File: src/hdl/spo_pkg.sv
// constants for the synthesizer pin override control block
package spo_pkg;
  localparam logic [7:0] ADDR_OVR   = 8'h58;
  localparam logic [7:0] ADDR_TRIM  = 8'h59;
  localparam logic [7:0] ADDR_HOLD  = 8'h5C;
  localparam logic [7:0] RST_OVR    = 8'h00;
  localparam logic [7:0] RST_TRIM   = 8'h00;
  localparam logic [7:0] RST_HOLD   = 8'h00;
  localparam logic [7:0] RD_UNMAP   = 8'h00;
  localparam int         OVR_EN_BIT = 7;
  localparam int         SEC_LSB    = 4;
  localparam int         FIRST_LSB  = 2;
  localparam int         SE_BIT     = 1;
  localparam int         EN_BIT     = 0;
  localparam int         HOLD_BIT   = 0;
  localparam int         TRIM_W     = 7;
  localparam int         PIN_W      = 4;
  localparam int         PIN_EN     = 0;
  localparam int         PIN_SE     = 1;
  localparam int         PIN_CFG0   = 2;
  localparam int         PIN_CFG1   = 3;
  localparam logic [1:0] MODE_OFF   = 2'h0;
  localparam logic [PIN_W-1:0] PIN_RST = 4'h0;
  localparam logic [TRIM_W-1:0] TRIM_RST = 7'h00;
  // calibration sequence, gray along hold -> run -> done
  typedef enum logic [1:0] {
    CAL_IDLE = 2'h0,
    CAL_RUN  = 2'h1,
    CAL_DONE = 2'h3
  } spo_cal_t;
endpackage : spo_pkg

File: src/hdl/spo_ctrl.sv
// synthesizer pin override, trim and calibration hold control
`timescale 1ns/10ps
`default_nettype none
module spo_ctrl
  import spo_pkg::*;
(
  // clock and reset
  input  wire logic              clk_sys,
  input  wire logic              rst_b,
  // register port from the serial interface
  input  wire logic              reg_wr,
  input  wire logic              reg_rd,
  input  wire logic [7:0]        reg_addr,
  input  wire logic [7:0]        reg_wdata,
  output logic      [7:0]        reg_rdata,
  output logic                   reg_rvalid,
  // configuration pins, asynchronous
  input  wire logic              pll_enable_pin,
  input  wire logic              ref_select_pin,
  input  wire logic              clock_config_pin_zero,
  input  wire logic              clock_config_pin_one,
  // calibration engine
  input  wire logic              calibration_enable,
  input  wire logic              cal_trim_load,
  input  wire logic [TRIM_W-1:0] cal_trim_value,
  input  wire logic              cal_finished,
  output logic                   calibration_start,
  output logic                   calibration_done,
  // synthesizer controls
  output logic                   synth_enable,
  output logic                   single_ended_ref_select,
  output logic      [1:0]        first_divided_refout_mode,
  output logic      [1:0]        second_divided_refout_mode,
  output logic                   synth_hold,
  output logic      [TRIM_W-1:0] vco_trim_out
);

  logic [PIN_W-1:0] sync1_q, sync2_q;
  logic [7:0]       ovr_q, ovr_d, trim_q, trim_d, hold_q, hold_d;
  logic [7:0]       rdata_q, rdata_d;
  logic             rvalid_q, rvalid_d;
  spo_cal_t         cal_q, cal_d;
  logic             start_q, start_d;
  logic             en_q, en_d, se_q, se_d, hold_out_q;
  logic [1:0]       first_q, first_d, second_q, second_d;
  logic             wr_ovr, wr_trim, wr_hold, ovr_en;
  logic [1:0]       pin_mode, first_fld, second_fld;

  // pins cross two flops before anything looks at them
  always_ff @(posedge clk_sys or negedge rst_b) begin
    if (!rst_b) begin
      sync1_q <= PIN_RST;
      sync2_q <= PIN_RST;
    end else begin
      sync1_q <= {clock_config_pin_one, clock_config_pin_zero,
                  ref_select_pin, pll_enable_pin};
      sync2_q <= sync1_q;
    end
  end

  assign wr_ovr     = reg_wr && (reg_addr == ADDR_OVR);
  assign wr_trim    = reg_wr && (reg_addr == ADDR_TRIM);
  assign wr_hold    = reg_wr && (reg_addr == ADDR_HOLD);
  assign ovr_en     = ovr_q[OVR_EN_BIT];
  assign first_fld  = ovr_q[FIRST_LSB +: 2];
  assign second_fld = ovr_q[SEC_LSB +: 2];
  // pin mode: both outputs follow the two-pin code
  assign pin_mode   = {sync2_q[PIN_CFG1], sync2_q[PIN_CFG0]};

  // register file; reserved bits are stored and read back as written
  always_comb begin
    ovr_d  = ovr_q;
    trim_d = trim_q;
    hold_d = hold_q;
    if (wr_ovr) begin
      ovr_d = reg_wdata;
    end
    // engine load wins over a software write that breaks the hands-off
    if (cal_trim_load && cal_q == CAL_RUN) begin
      trim_d = {trim_q[7], cal_trim_value};
    end else if (wr_trim) begin
      trim_d = reg_wdata;
    end
    if (wr_hold) begin
      hold_d = reg_wdata;
    end
  end

  // reads are side-effect free; unmapped addresses answer zero
  always_comb begin
    rvalid_d = reg_rd;
    rdata_d  = rdata_q;
    if (reg_rd) begin
      case (reg_addr)
        ADDR_OVR:  rdata_d = ovr_q;
        ADDR_TRIM: rdata_d = trim_q;
        ADDR_HOLD: rdata_d = hold_q;
        default:   rdata_d = RD_UNMAP;
      endcase
    end
  end

  // calibration sequencing
  always_comb begin
    cal_d = cal_q;
    if (wr_hold) begin
      if (reg_wdata[HOLD_BIT]) begin
        cal_d = CAL_IDLE;
      end else if (calibration_enable) begin
        cal_d = CAL_RUN;
      end else begin
        cal_d = CAL_DONE;
      end
    end else begin
      case (cal_q)
        CAL_RUN:  if (cal_finished) cal_d = CAL_DONE;
        CAL_IDLE: cal_d = CAL_IDLE;
        CAL_DONE: cal_d = CAL_DONE;
        default:  cal_d = CAL_IDLE;
      endcase
    end
    start_d = (cal_d == CAL_RUN) && (cal_q != CAL_RUN);
  end

  // synthesizer controls, registered so outputs never glitch
  always_comb begin
    if (ovr_en) begin
      en_d     = ovr_q[EN_BIT];
      se_d     = ovr_q[SE_BIT];
      first_d  = first_fld;
      second_d = second_fld;
    end else begin
      en_d     = sync2_q[PIN_EN];
      se_d     = sync2_q[PIN_SE];
      first_d  = pin_mode;
      second_d = pin_mode;
    end
    if (first_d == MODE_OFF) begin
      second_d = MODE_OFF;
    end
  end

  always_ff @(posedge clk_sys or negedge rst_b) begin
    if (!rst_b) begin
      ovr_q      <= RST_OVR;
      trim_q     <= RST_TRIM;
      hold_q     <= RST_HOLD;
      rdata_q    <= RD_UNMAP;
      rvalid_q   <= 1'b0;
      cal_q      <= CAL_IDLE;
      start_q    <= 1'b0;
      en_q       <= 1'b0;
      se_q       <= 1'b0;
      first_q    <= MODE_OFF;
      second_q   <= MODE_OFF;
      hold_out_q <= 1'b0;
    end else begin
      ovr_q      <= ovr_d;
      trim_q     <= trim_d;
      hold_q     <= hold_d;
      rdata_q    <= rdata_d;
      rvalid_q   <= rvalid_d;
      cal_q      <= cal_d;
      start_q    <= start_d;
      en_q       <= en_d;
      se_q       <= se_d;
      first_q    <= first_d;
      second_q   <= second_d;
      hold_out_q <= hold_d[HOLD_BIT];
    end
  end

  assign reg_rdata                  = rdata_q;
  assign reg_rvalid                 = rvalid_q;
  assign calibration_start          = start_q;
  assign calibration_done           = (cal_q == CAL_DONE);
  assign synth_enable               = en_q;
  assign single_ended_ref_select    = se_q;
  assign first_divided_refout_mode  = first_q;
  assign second_divided_refout_mode = second_q;
  assign synth_hold                 = hold_out_q;
  assign vco_trim_out               = trim_q[TRIM_W-1:0];
endmodule : spo_ctrl
`default_nettype wire

File: config.mk
export PLATFORM = sky130hd
export DESIGN_NAME = spo_ctrl
export DESIGN_NICKNAME = d
export VERILOG_FILES = /design/src/hdl/spo_pkg.sv /design/src/hdl/spo_ctrl.sv
export SDC_FILE = /design/constraint.sdc
export NUM_CORES = 1
export LEC_CHECK = 0
export ABC_AREA = 1
export BUFFER_PORTS_ARGS = -buffer_cell sky130_fd_sc_hd__buf_2
export CORE_UTILIZATION = 50
export CTS_CLUSTER_DIAMETER = 30
export DETAILED_ROUTE_END_ITERATION = 8
export PLACE_DENSITY = 0.79
export SLEW_MARGIN = 20
export SYNTH_ARGS = -nofsm -noshare
export SYNTH_HDL_FRONTEND = slang
export SYNTH_SLANG_ARGS = --single-unit
export TNS_END_PERCENT = 30
File: constraint.sdc
create_clock -name clk_sys -period 1.65 [get_ports clk_sys]
set_input_delay 0.165 -clock clk_sys [delete_from_list [all_inputs] [get_ports clk_sys]]
set_output_delay 0.165 -clock clk_sys [all_outputs]
set_load 0.005 [all_outputs]
==> results of run 1 <==
-- routing by layer --
layer / wire length, um / up-vias / track usage, %
li1: - / 952 / -
met1: 2123 / 847 / 30.41
met2: 2258 / 77 / 32.80
met3: 308 / 10 / 3.752
met4: 112 / 0 / 8.889
met5: 0 / - / 0
-- stage by stage --
step	instances	area [um2]	hold WS, ns
after floorplan	265	2335	-0.1306
after global placement	363	2608	0.1681
after detailed placement	363	2608	0.1767
after CTS	376	2768	0.06635
after global routing	376	2768	0.06605
final	376	2768	0.07645
-- logic make-up after synthesis --
| group | Yosys count | synth area share [%] |
|---|---|---|
| compound gates | 23 | 7.181 |
| simple gates | 156 | 30.82 |
| flops | 50 | 53.59 |
| buf+inv | 36 | 8.413 |
-- path summary, 6_finish.rpt --
kind / from / end / cells past startpoint
max: cal_q[1] / trim_q[3] / 6
min in group asynchronous: rst_b / first_divided_refout_mode[0] / 2
min: reg_rd / reg_rvalid / 1
max reg2reg: cal_q[1] / trim_q[3] / 6
min reg2reg: sync1_q[1] / sync2_q[1] / 0
max in group asynchronous: rst_b / hold_q[6] / 3
-- flip-flops by register name (all words and copies together) (netlist names) --
signal and count:
hold_q 8, ovr_q 8, reg_rdata 8, trim_q 8
sync1_q 4, sync2_q 4, cal_q 2, first_divided_refout_mode 2
second_divided_refout_mode 2, calibration_start 1, reg_rvalid 1, single_ended_ref_select 1
synth_enable 1
-- timing repair --
action,CTS,global route
hold endpoints to repair,26,0
setup buffers,0,0
hold buffers,5,0
resized for setup,0,0
-- final cells by class --
class / instances / share of cell area [%]
clock inverter: 2 / 1.356
inverter: 21 / 2.848
sequential: 50 / 45.21
timing repair buffer: 66 / 13.56
tap: 52 / 2.351
multi-input combinational: 179 / 32.05
clock buffer: 6 / 2.622
-- where the power goes --
group          total, uW  switching (uW)  internal, uW
logic                394             209           185
registers           1450            98.3          1350
clock network        847             394           452
total               2690             701          1990
-- cell usage in the layout, fill, tap and decap left out --
cell	instances
dfrtp_1	50
buf_2	58
clkinvlp_4	1
a21oi_2	1
dlygate4sd3_1	5
buf_12	1
buf_4	2
nor2_4	3
and2_4	1
nand3_1	37
nand2_2	3
nor2_2	2
a21oi_1	2
nand2_4	2
and2_1	1
clkbuf_1	1
nor2_1	8
inv_1	16
clkinv_1	1
nand2_1	96
nand3_4	2
bufinv_16	1
o21ai_2	13
inv_2	4
o21ai_0	7
clkbuf_8	5
nand4_1	1
==> results.md, run 1 <==
- R2r setup slk: 0.36 ns
- Final Skew: 0.006925 ns
- Clock root buffer: clkbuf_8
- Fin crit share: 78.17%
- I/O pin count: 59
- Rows: 24
- Setup tns final: 0 ns
- Nets@finish: 357
- Main synth FF type: dfrtp_1
- Total congestion overflow: 0
- Ys async rst share: 100.0%
- Via count: 1886
- Worst skew pair latency: 0.30 ns
- Fin util: 62.70%
- P per Cell Area: 971.8 nW/um2
- CTS tree: done
- Core Box Area: 4414 um2
- Ranking of synthesized cells by area: dfrtp_1, nand2_1, nand3_1
- Vias in the first global route: 1764
- Die Ht: 70.34 um
- Crit-path leading delay family: flip-flops
- Starting Density: 52.89%
- Syn_nets: 299
- Hold Crit Class: input pin to flop
- Final Setup Violations: 0
- Largest net degree at the start of global routing: 29
- Crit path required time: 1.85 ns
- Most frequent cell after synthesis: nand2_1
- Die Width: 70.34 um
- Clk slew on worst S/H paths: 0.09 ns
- Placer Congestion: 0.8236
- Starting DRT DRC Count: 116
- WL per Instance: 12.77 um
- Layout cell share with drive strength beyond 1: 30.56%
- Cell count after synthesis: 265
- CTS max path bufs: 2
- Initial antenna violation count: 0
- GRT Util Overall: 21.54%
- Syn_area_per_cell: 8.810 um2
- Vias/cell: 5.016
- Post-synthesis cell type count: 22
- Final setup margin: 0.3603 ns
- Slew Viols, Final: 0
- Yosys top cell by area: dfrtp_1
- Register Area: 1251 um2
- Layout area overhead: 18.54%
- Num Clock Sinks: 50
- Yosys warnings: 0
- Crit end category: flop
- Hold Violations, Final: 0
- Ant. Diodes: 0
- Top-area cell type share of the netlist area: 53.59%
- CP arrival: 1.49 ns
- Synth top cells by count: nand2_1, dfrtp_1, nand3_1, inv_1, o21ai_2
- Number of enable flip-flop cells after synthesis: 0
- CP cell instances: inv_1 -> nand3_1 -> inv_1 -> o21ai_0 -> nand2_1 -> nand2_1
- Min Tclk post-route: 1.290 ns
- Status: finished, final reports clean
- CP bufs+invs: 2
- Maximum fanout along the worst path: 14
- Seq cells post-synth: 50
- DRT antenna net count: 0
- Num CTS Buffers: 5
- Slew HR: 64.08%
- First-pass GRT wire length: 8.280 mm
- Final total power: 2690 uW
- Post-synthesis sequential area ratio: 53.59%
- Worst-Margin Slew: 0.5388 ns
- Unrepaired setup endpoints after global routing: false
- H-tree levels: 2
- Die ar.: 4947 um2
- Slowest stage delay, CP: 0.41 ns
- Dpl hpwl: 3.564 mm
- Remaining DRCs: 0
- Synthesized area: 2335 um2
- Max Freq: 0.7754 GHz
- WS Path Type: flop to flop
- Leakage dissipation: 0.001519 uW
- Fill count: 394
- CP max-delay cell: dfrtp_1
- WL final: 4.802 mm
- VDD IR max: 610.6 uV
- Critical Path Source Type: flop
- Dpl ws: 0.3017 ns
- PortBufs: 58
- 1st-pass router iterations: 4
- Number of max-cap violations: 0
- Multi-input gate area: 887.1 um2
Note: power is estimated with default switching activity, not from simulation.
==> inputs of run 2 (changes only) <==
==> constraint.sdc (replaced) <==
create_clock -name clk_sys -period 1.3 [get_ports clk_sys]
set_input_delay 0.13 -clock clk_sys [delete_from_list [all_inputs] [get_ports clk_sys]]
set_output_delay 0.13 -clock clk_sys [all_outputs]
set_load 0.005 [all_outputs]
==> results.md, run 2 (same netlist as run 1, synthesis figures left out) <==
- Crit end category: flop
- DRT antenna net count: 0
- Slew HR: 82.14%
- Vias/cell: 5.060
- Layout cell share with drive strength beyond 1: 33.33%
- Dpl hpwl: 3.651 mm
- Placer Congestion: 0.8505
- Die Width: 70.34 um
- Total congestion overflow: 0
- P per Cell Area: 1215 nW/um2
- WL final: 5.073 mm
- Num CTS Buffers: 5
- Die ar.: 4947 um2
- VDD IR max: 748.0 uV
- Commonest non-fill, non-tap cell in the layout: nand2_1
- Die Ht: 70.34 um
- Hold Crit Class: input pin to flop
- Ant. Diodes: 0
- CTS max path bufs: 2
- Maximum fanout along the worst path: 8
- Initial antenna violation count: 0
- Clk slew on worst S/H paths: 0.09 ns
- Final Setup Violations: 0
- I/O pin count: 59
- Max Freq: 0.8577 GHz
- Crit path required time: 1.50 ns
- PortBufs: 58
- Leakage dissipation: 0.001560 uW
- GRT Util Overall: 22.85%
- Unrepaired setup endpoints after global routing: false
- Num Clock Sinks: 50
- Setup tns final: 0 ns
- CP arrival: 1.37 ns
- Critical Path Source Type: flop
- Layout area overhead: 22.45%
- Number of max-cap violations: 0
- Worst-Margin Slew: 0.2678 ns
- Starting DRT DRC Count: 126
- Clock root buffer: clkbuf_8
- Status: finished, final reports clean
- CP cell instances: inv_1 -> nand2_1 -> nand2_1 -> nor2_1 -> a21oi_1
- 1st-pass router iterations: 4
- Nets@finish: 366
- First-pass GRT wire length: 8.742 mm
- Post-CTS setup buffers: 0
- Final Skew: 0.005876 ns
- Rows: 24
- Fin area: 2859 um2
- Largest net degree at the start of global routing: 51
- Placed inst area: 2680 um2
- Min Tclk post-route: 1.166 ns
- WL per Instance: 13.18 um
- Slew Viols, Final: 0
- Slowest stage delay, CP: 0.50 ns
- CTS tree: done
- Worst skew pair latency: 0.31 ns
- Hold Violations, Final: 0
- Via count: 1948
- Fin crit share: 89.69%
- WS Path Type: flop to flop
- Vias in the first global route: 1914
- Starting Density: 52.89%
- Most frequent cells in the layout: nand2_1, buf_2, dfrtp_1
- Core Box Area: 4414 um2
- Fin util: 64.77%
- H-tree levels: 2
- Top cell by count, worst path: nand2_1
- CP max-delay cell: dfrtp_1
- Remaining DRCs: 0
==> run 2: stage by stage <==
step / total power [uW] / hold WS (ns) / std cells / setup slack [ns]
final: 3473 / 0.03777 / 385 / 0.1340
after global routing: 3667 / 0.02388 / 385 / 0.007505
after CTS: 3492 / 0.02710 / 384 / 0.08524
after detailed placement: 2389 / 0.1379 / 371 / 0.06735
after global placement: 2370 / 0.1391 / 371 / 0.07589
after floorplan: 2222 / -0.1656 / 265 / 0.2350
==> run 2: repair_timing <==
| action | in CTS | in global routing |
|---|---|---|
| endpoints found under the setup margin | 0 | 7 |
| gates resized for setup | 0 | 3 |
| hold endpoints to repair | 54 | 0 |
| hold buffers | 5 | 0 |
==> run 2: power breakdown <==
part           leakage [uW]  switching, uW  internal, uW
Sequential         0.000649            131          1710
Clock             0.0000585            528           577
Combinational      0.000852            278           244
Total               0.00156            937          2540
==> run 2: critical path, delay by kind of cell (launching register included) <==
| kind | cells | cell delay (ns) |
|---|---|---|
| flip-flops | 1 | 0.50 |
| AO/OA/AOI/OAI | 1 | 0.06 |
| buffers and inverters | 1 | 0.16 |
| AND/OR/NAND/NOR | 3 | 0.33 |
==> run 2: metal layers <==
metal | GRT usage (%) | part of all wire (%) | up-vias
met2 | 37.57 | 48 | 61
li1 | - | - | 966
met4 | 9.111 | 2.2 | 0
met5 | 0 | 0 | -
met3 | 4.185 | 4.7 | 12
met1 | 29.80 | 45 | 909
==> run 2: final cells by class <==
| type | instances | area [um2] |
|---|---|---|
| fill | 385 | 1555 |
| sequential | 50 | 1251 |
| multi-input combinational | 179 | 892.1 |
| timing repair buffer | 74 | 447.9 |
| inverter | 21 | 82.58 |
| clock buffer | 5 | 68.82 |
| tap | 52 | 65.06 |
| clock inverter | 3 | 43.79 |
| timing repair inverter | 1 | 7.507 |
==> run 2: final timing paths <==
check / startpoint / endpoint / slack (ns) / cells after the start
setup / recovery: ovr_q[7] / second_divided_refout_mode[0] / 0.13 / 5
hold / removal: reg_rd / reg_rvalid / 0.04 / 1
setup reg to reg: ovr_q[7] / second_divided_refout_mode[0] / 0.13 / 5
hold reg to reg: sync1_q[1] / sync2_q[1] / 0.36 / 0
max in group asynchronous: rst_b / trim_q[4] / 0.73 / 3
min in group asynchronous: rst_b / second_divided_refout_mode[0] / 0.33 / 3
==> inputs of run 3 (changes only) <==
--- a/config.mk
+++ b/config.mk
@@ -7,10 +7,10 @@
 export LEC_CHECK = 0
 export ABC_AREA = 1
 export BUFFER_PORTS_ARGS = -buffer_cell sky130_fd_sc_hd__buf_2
-export CORE_UTILIZATION = 50
+export CORE_UTILIZATION = 40
 export CTS_CLUSTER_DIAMETER = 30
 export DETAILED_ROUTE_END_ITERATION = 8
-export PLACE_DENSITY = 0.79
+export PLACE_DENSITY = 0.66
 export SLEW_MARGIN = 20
 export SYNTH_ARGS = -nofsm -noshare
 export SYNTH_HDL_FRONTEND = slang
==> results.md, run 3 (same netlist as run 1, synthesis figures left out) <==
- GR Layer Usage met3: 3.372%
- RR Endpoint: trim_q[2]
- Via count: 1923
- Final Setup Violations: 0
- Layout cell share with drive strength beyond 1: 32.53%
- Max Freq: 0.8793 GHz
- Clock root buffer: clkbuf_8
- Starting DRT DRC Count: 103
- Dpl cells: 392
- First-pass GRT wire length: 8.700 mm
- Fin crit share: 87.49%
- Post-CTS sizing: 0
- Dpl hpwl: 3.861 mm
- Worst-Margin Slew: 0.3757 ns
- Clk slew on worst S/H paths: 0.09 ns
- Rows: 27
- Commonest non-fill, non-tap cell in the layout: nand2_1
- Core Box Area: 5574 um2
- Initial antenna violation count: 0
- Clock power share: 26.8%
- Slew Viols, Final: 0
- CP arrival: 1.38 ns
- R2r setup slk: 0.16 ns
- Setup tns final: 0 ns
- Fin util: 51.07%
- WL per Instance: 12.83 um
- Largest net degree at the start of global routing: 51
- GRT Util Overall: 18.55%
- Die ar.: 6147 um2
- Reg2Reg Depth: 8
- I/O pin count: 59
- H-tree levels: 2
- Worst Setup EP: trim_q[2]
- CP max-delay cell: dfrtp_1
- R2R Path Start: cal_q[1]
- Total congestion overflow: 0
- Die Ht: 78.40 um
- Final Instance Count excl. Fillers: 404
- Placer Congestion: 0.7936
- Critical Path Source Type: flop
- Maximum fanout along the worst path: 9
- Number of max-cap violations: 0
- Sw Pwr: 937.3 uW
- Grt met2 use: 28.68%
- Most frequent cells in the layout: nand2_1, buf_2, dfrtp_1
- Leakage dissipation: 0.001555 uW
- Top cell by count, worst path: nand2_1
- Status: finished, final reports clean
- WL final: 5.185 mm
- Crit path required time: 1.55 ns
- Vias in the first global route: 1799
- VDD IR max: 579.3 uV
- Combinational Power Share: 16.1%
- Crit end category: flop
- Remaining DRCs: 0
- CTS max path bufs: 2
- Int Pwr: 2327 uW
- Met1 usage in global routing: 25.67%
- Num CTS Buffers: 5
- 1st-pass router iterations: 4
- Vias/cell: 4.760
- Slew HR: 74.93%
- PortBufs: 58
- CP cell instances: inv_1 -> nand3_1 -> inv_1 -> buf_4 -> nand2_1 -> o21ai_0 -> nand2_1 -> nand2_1
- Die Width: 78.40 um
- Post-CTS setup buffers: 0
- CTS tree: done
- DRT antenna net count: 0
- Nets@finish: 366
- Unrepaired setup endpoints after global routing: false
- Slowest stage delay, CP: 0.41 ns
- WS Path Type: flop to flop
- Hold Violations, Final: 0
- Num Clock Sinks: 50
- Min Tclk post-route: 1.137 ns
- Gr busiest metal: met2
- Starting Density: 41.89%
- Worst Min Path Start: reg_rd
- Worst setup path start: cal_q[1]
- Ant. Diodes: 0
- Layout area overhead: 21.92%
- Seq pwr share: 57.1%
- Final Skew: 0.008474 ns
- Post-CTS Hold Buffers: 5
- Worst skew pair latency: 0.30 ns
- P per Cell Area: 1147 nW/um2
- Sw Ratio: 28.71%
- Hold Crit Class: input pin to flop
run 3: area by class of cell:
type / instances / area (um2)
Clock buffer: 5 / 68.82
Clock inverter: 2 / 15.01
Fill cell: 551 / 2728
Inverter: 21 / 78.83
Multi-Input combinational cell: 179 / 887.1
Sequential cell: 50 / 1251
Tap cell: 72 / 90.09
Timing Repair Buffer: 75 / 455.4
run 3: worst max-delay path, delay by kind of cell, from the launching register on:
family,cells,cell delay [ns]
flops,1,0.41
buf+inv,3,0.31
simple gates,4,0.28
compound gates,1,0.07
run 3: how the worst min path moves through the flow:
stage                  to  slack [ns]  depth (start not counted)
2_1_floorplan    cal_q[0]       -0.17                          0
3_3_place_gp   sync1_q[0]        0.13                          2
3_5_place_dp   sync1_q[0]        0.14                          2
4_1_cts        reg_rvalid        0.02                          1
5_1_grt        reg_rvalid        0.03                          1
6_report       reg_rvalid        0.04                          1
run 3: layer usage:
metal  part of all wire (%)  wire length (um)  vias up
met4                    2.0               106        0
met1                     48              2467      888
met3                    4.9               255        9
li1                       -                 -      964
met5                      0                 0        -
met2                     45              2355       62
run 3: power groups by stage:
stage / sequential [uW] / combinational (uW) / clock [uW]
after floorplan: 1830 / 391 / 0
after global routing: 1880 / 602 / 970
after global placement: 1890 / 511 / 0
after CTS: 1860 / 535 / 916
after detailed placement: 1890 / 522 / 0
final: 1870 / 526 / 874
run 3: stage by stage:
step / hold WS [ns] / setup WS [ns] / power (uW) / instance area [um2]
2_1_floorplan: -0.1656 / 0.2350 / 2222 / 2335
5_1_grt: 0.02555 / 0.05983 / 3454 / 2846
4_1_cts: 0.02198 / 0.1582 / 3313 / 2846
3_3_place_gp: 0.1338 / 0.07773 / 2404 / 2713
3_5_place_dp: 0.1432 / 0.04453 / 2415 / 2713
6_report: 0.03861 / 0.1627 / 3265 / 2846
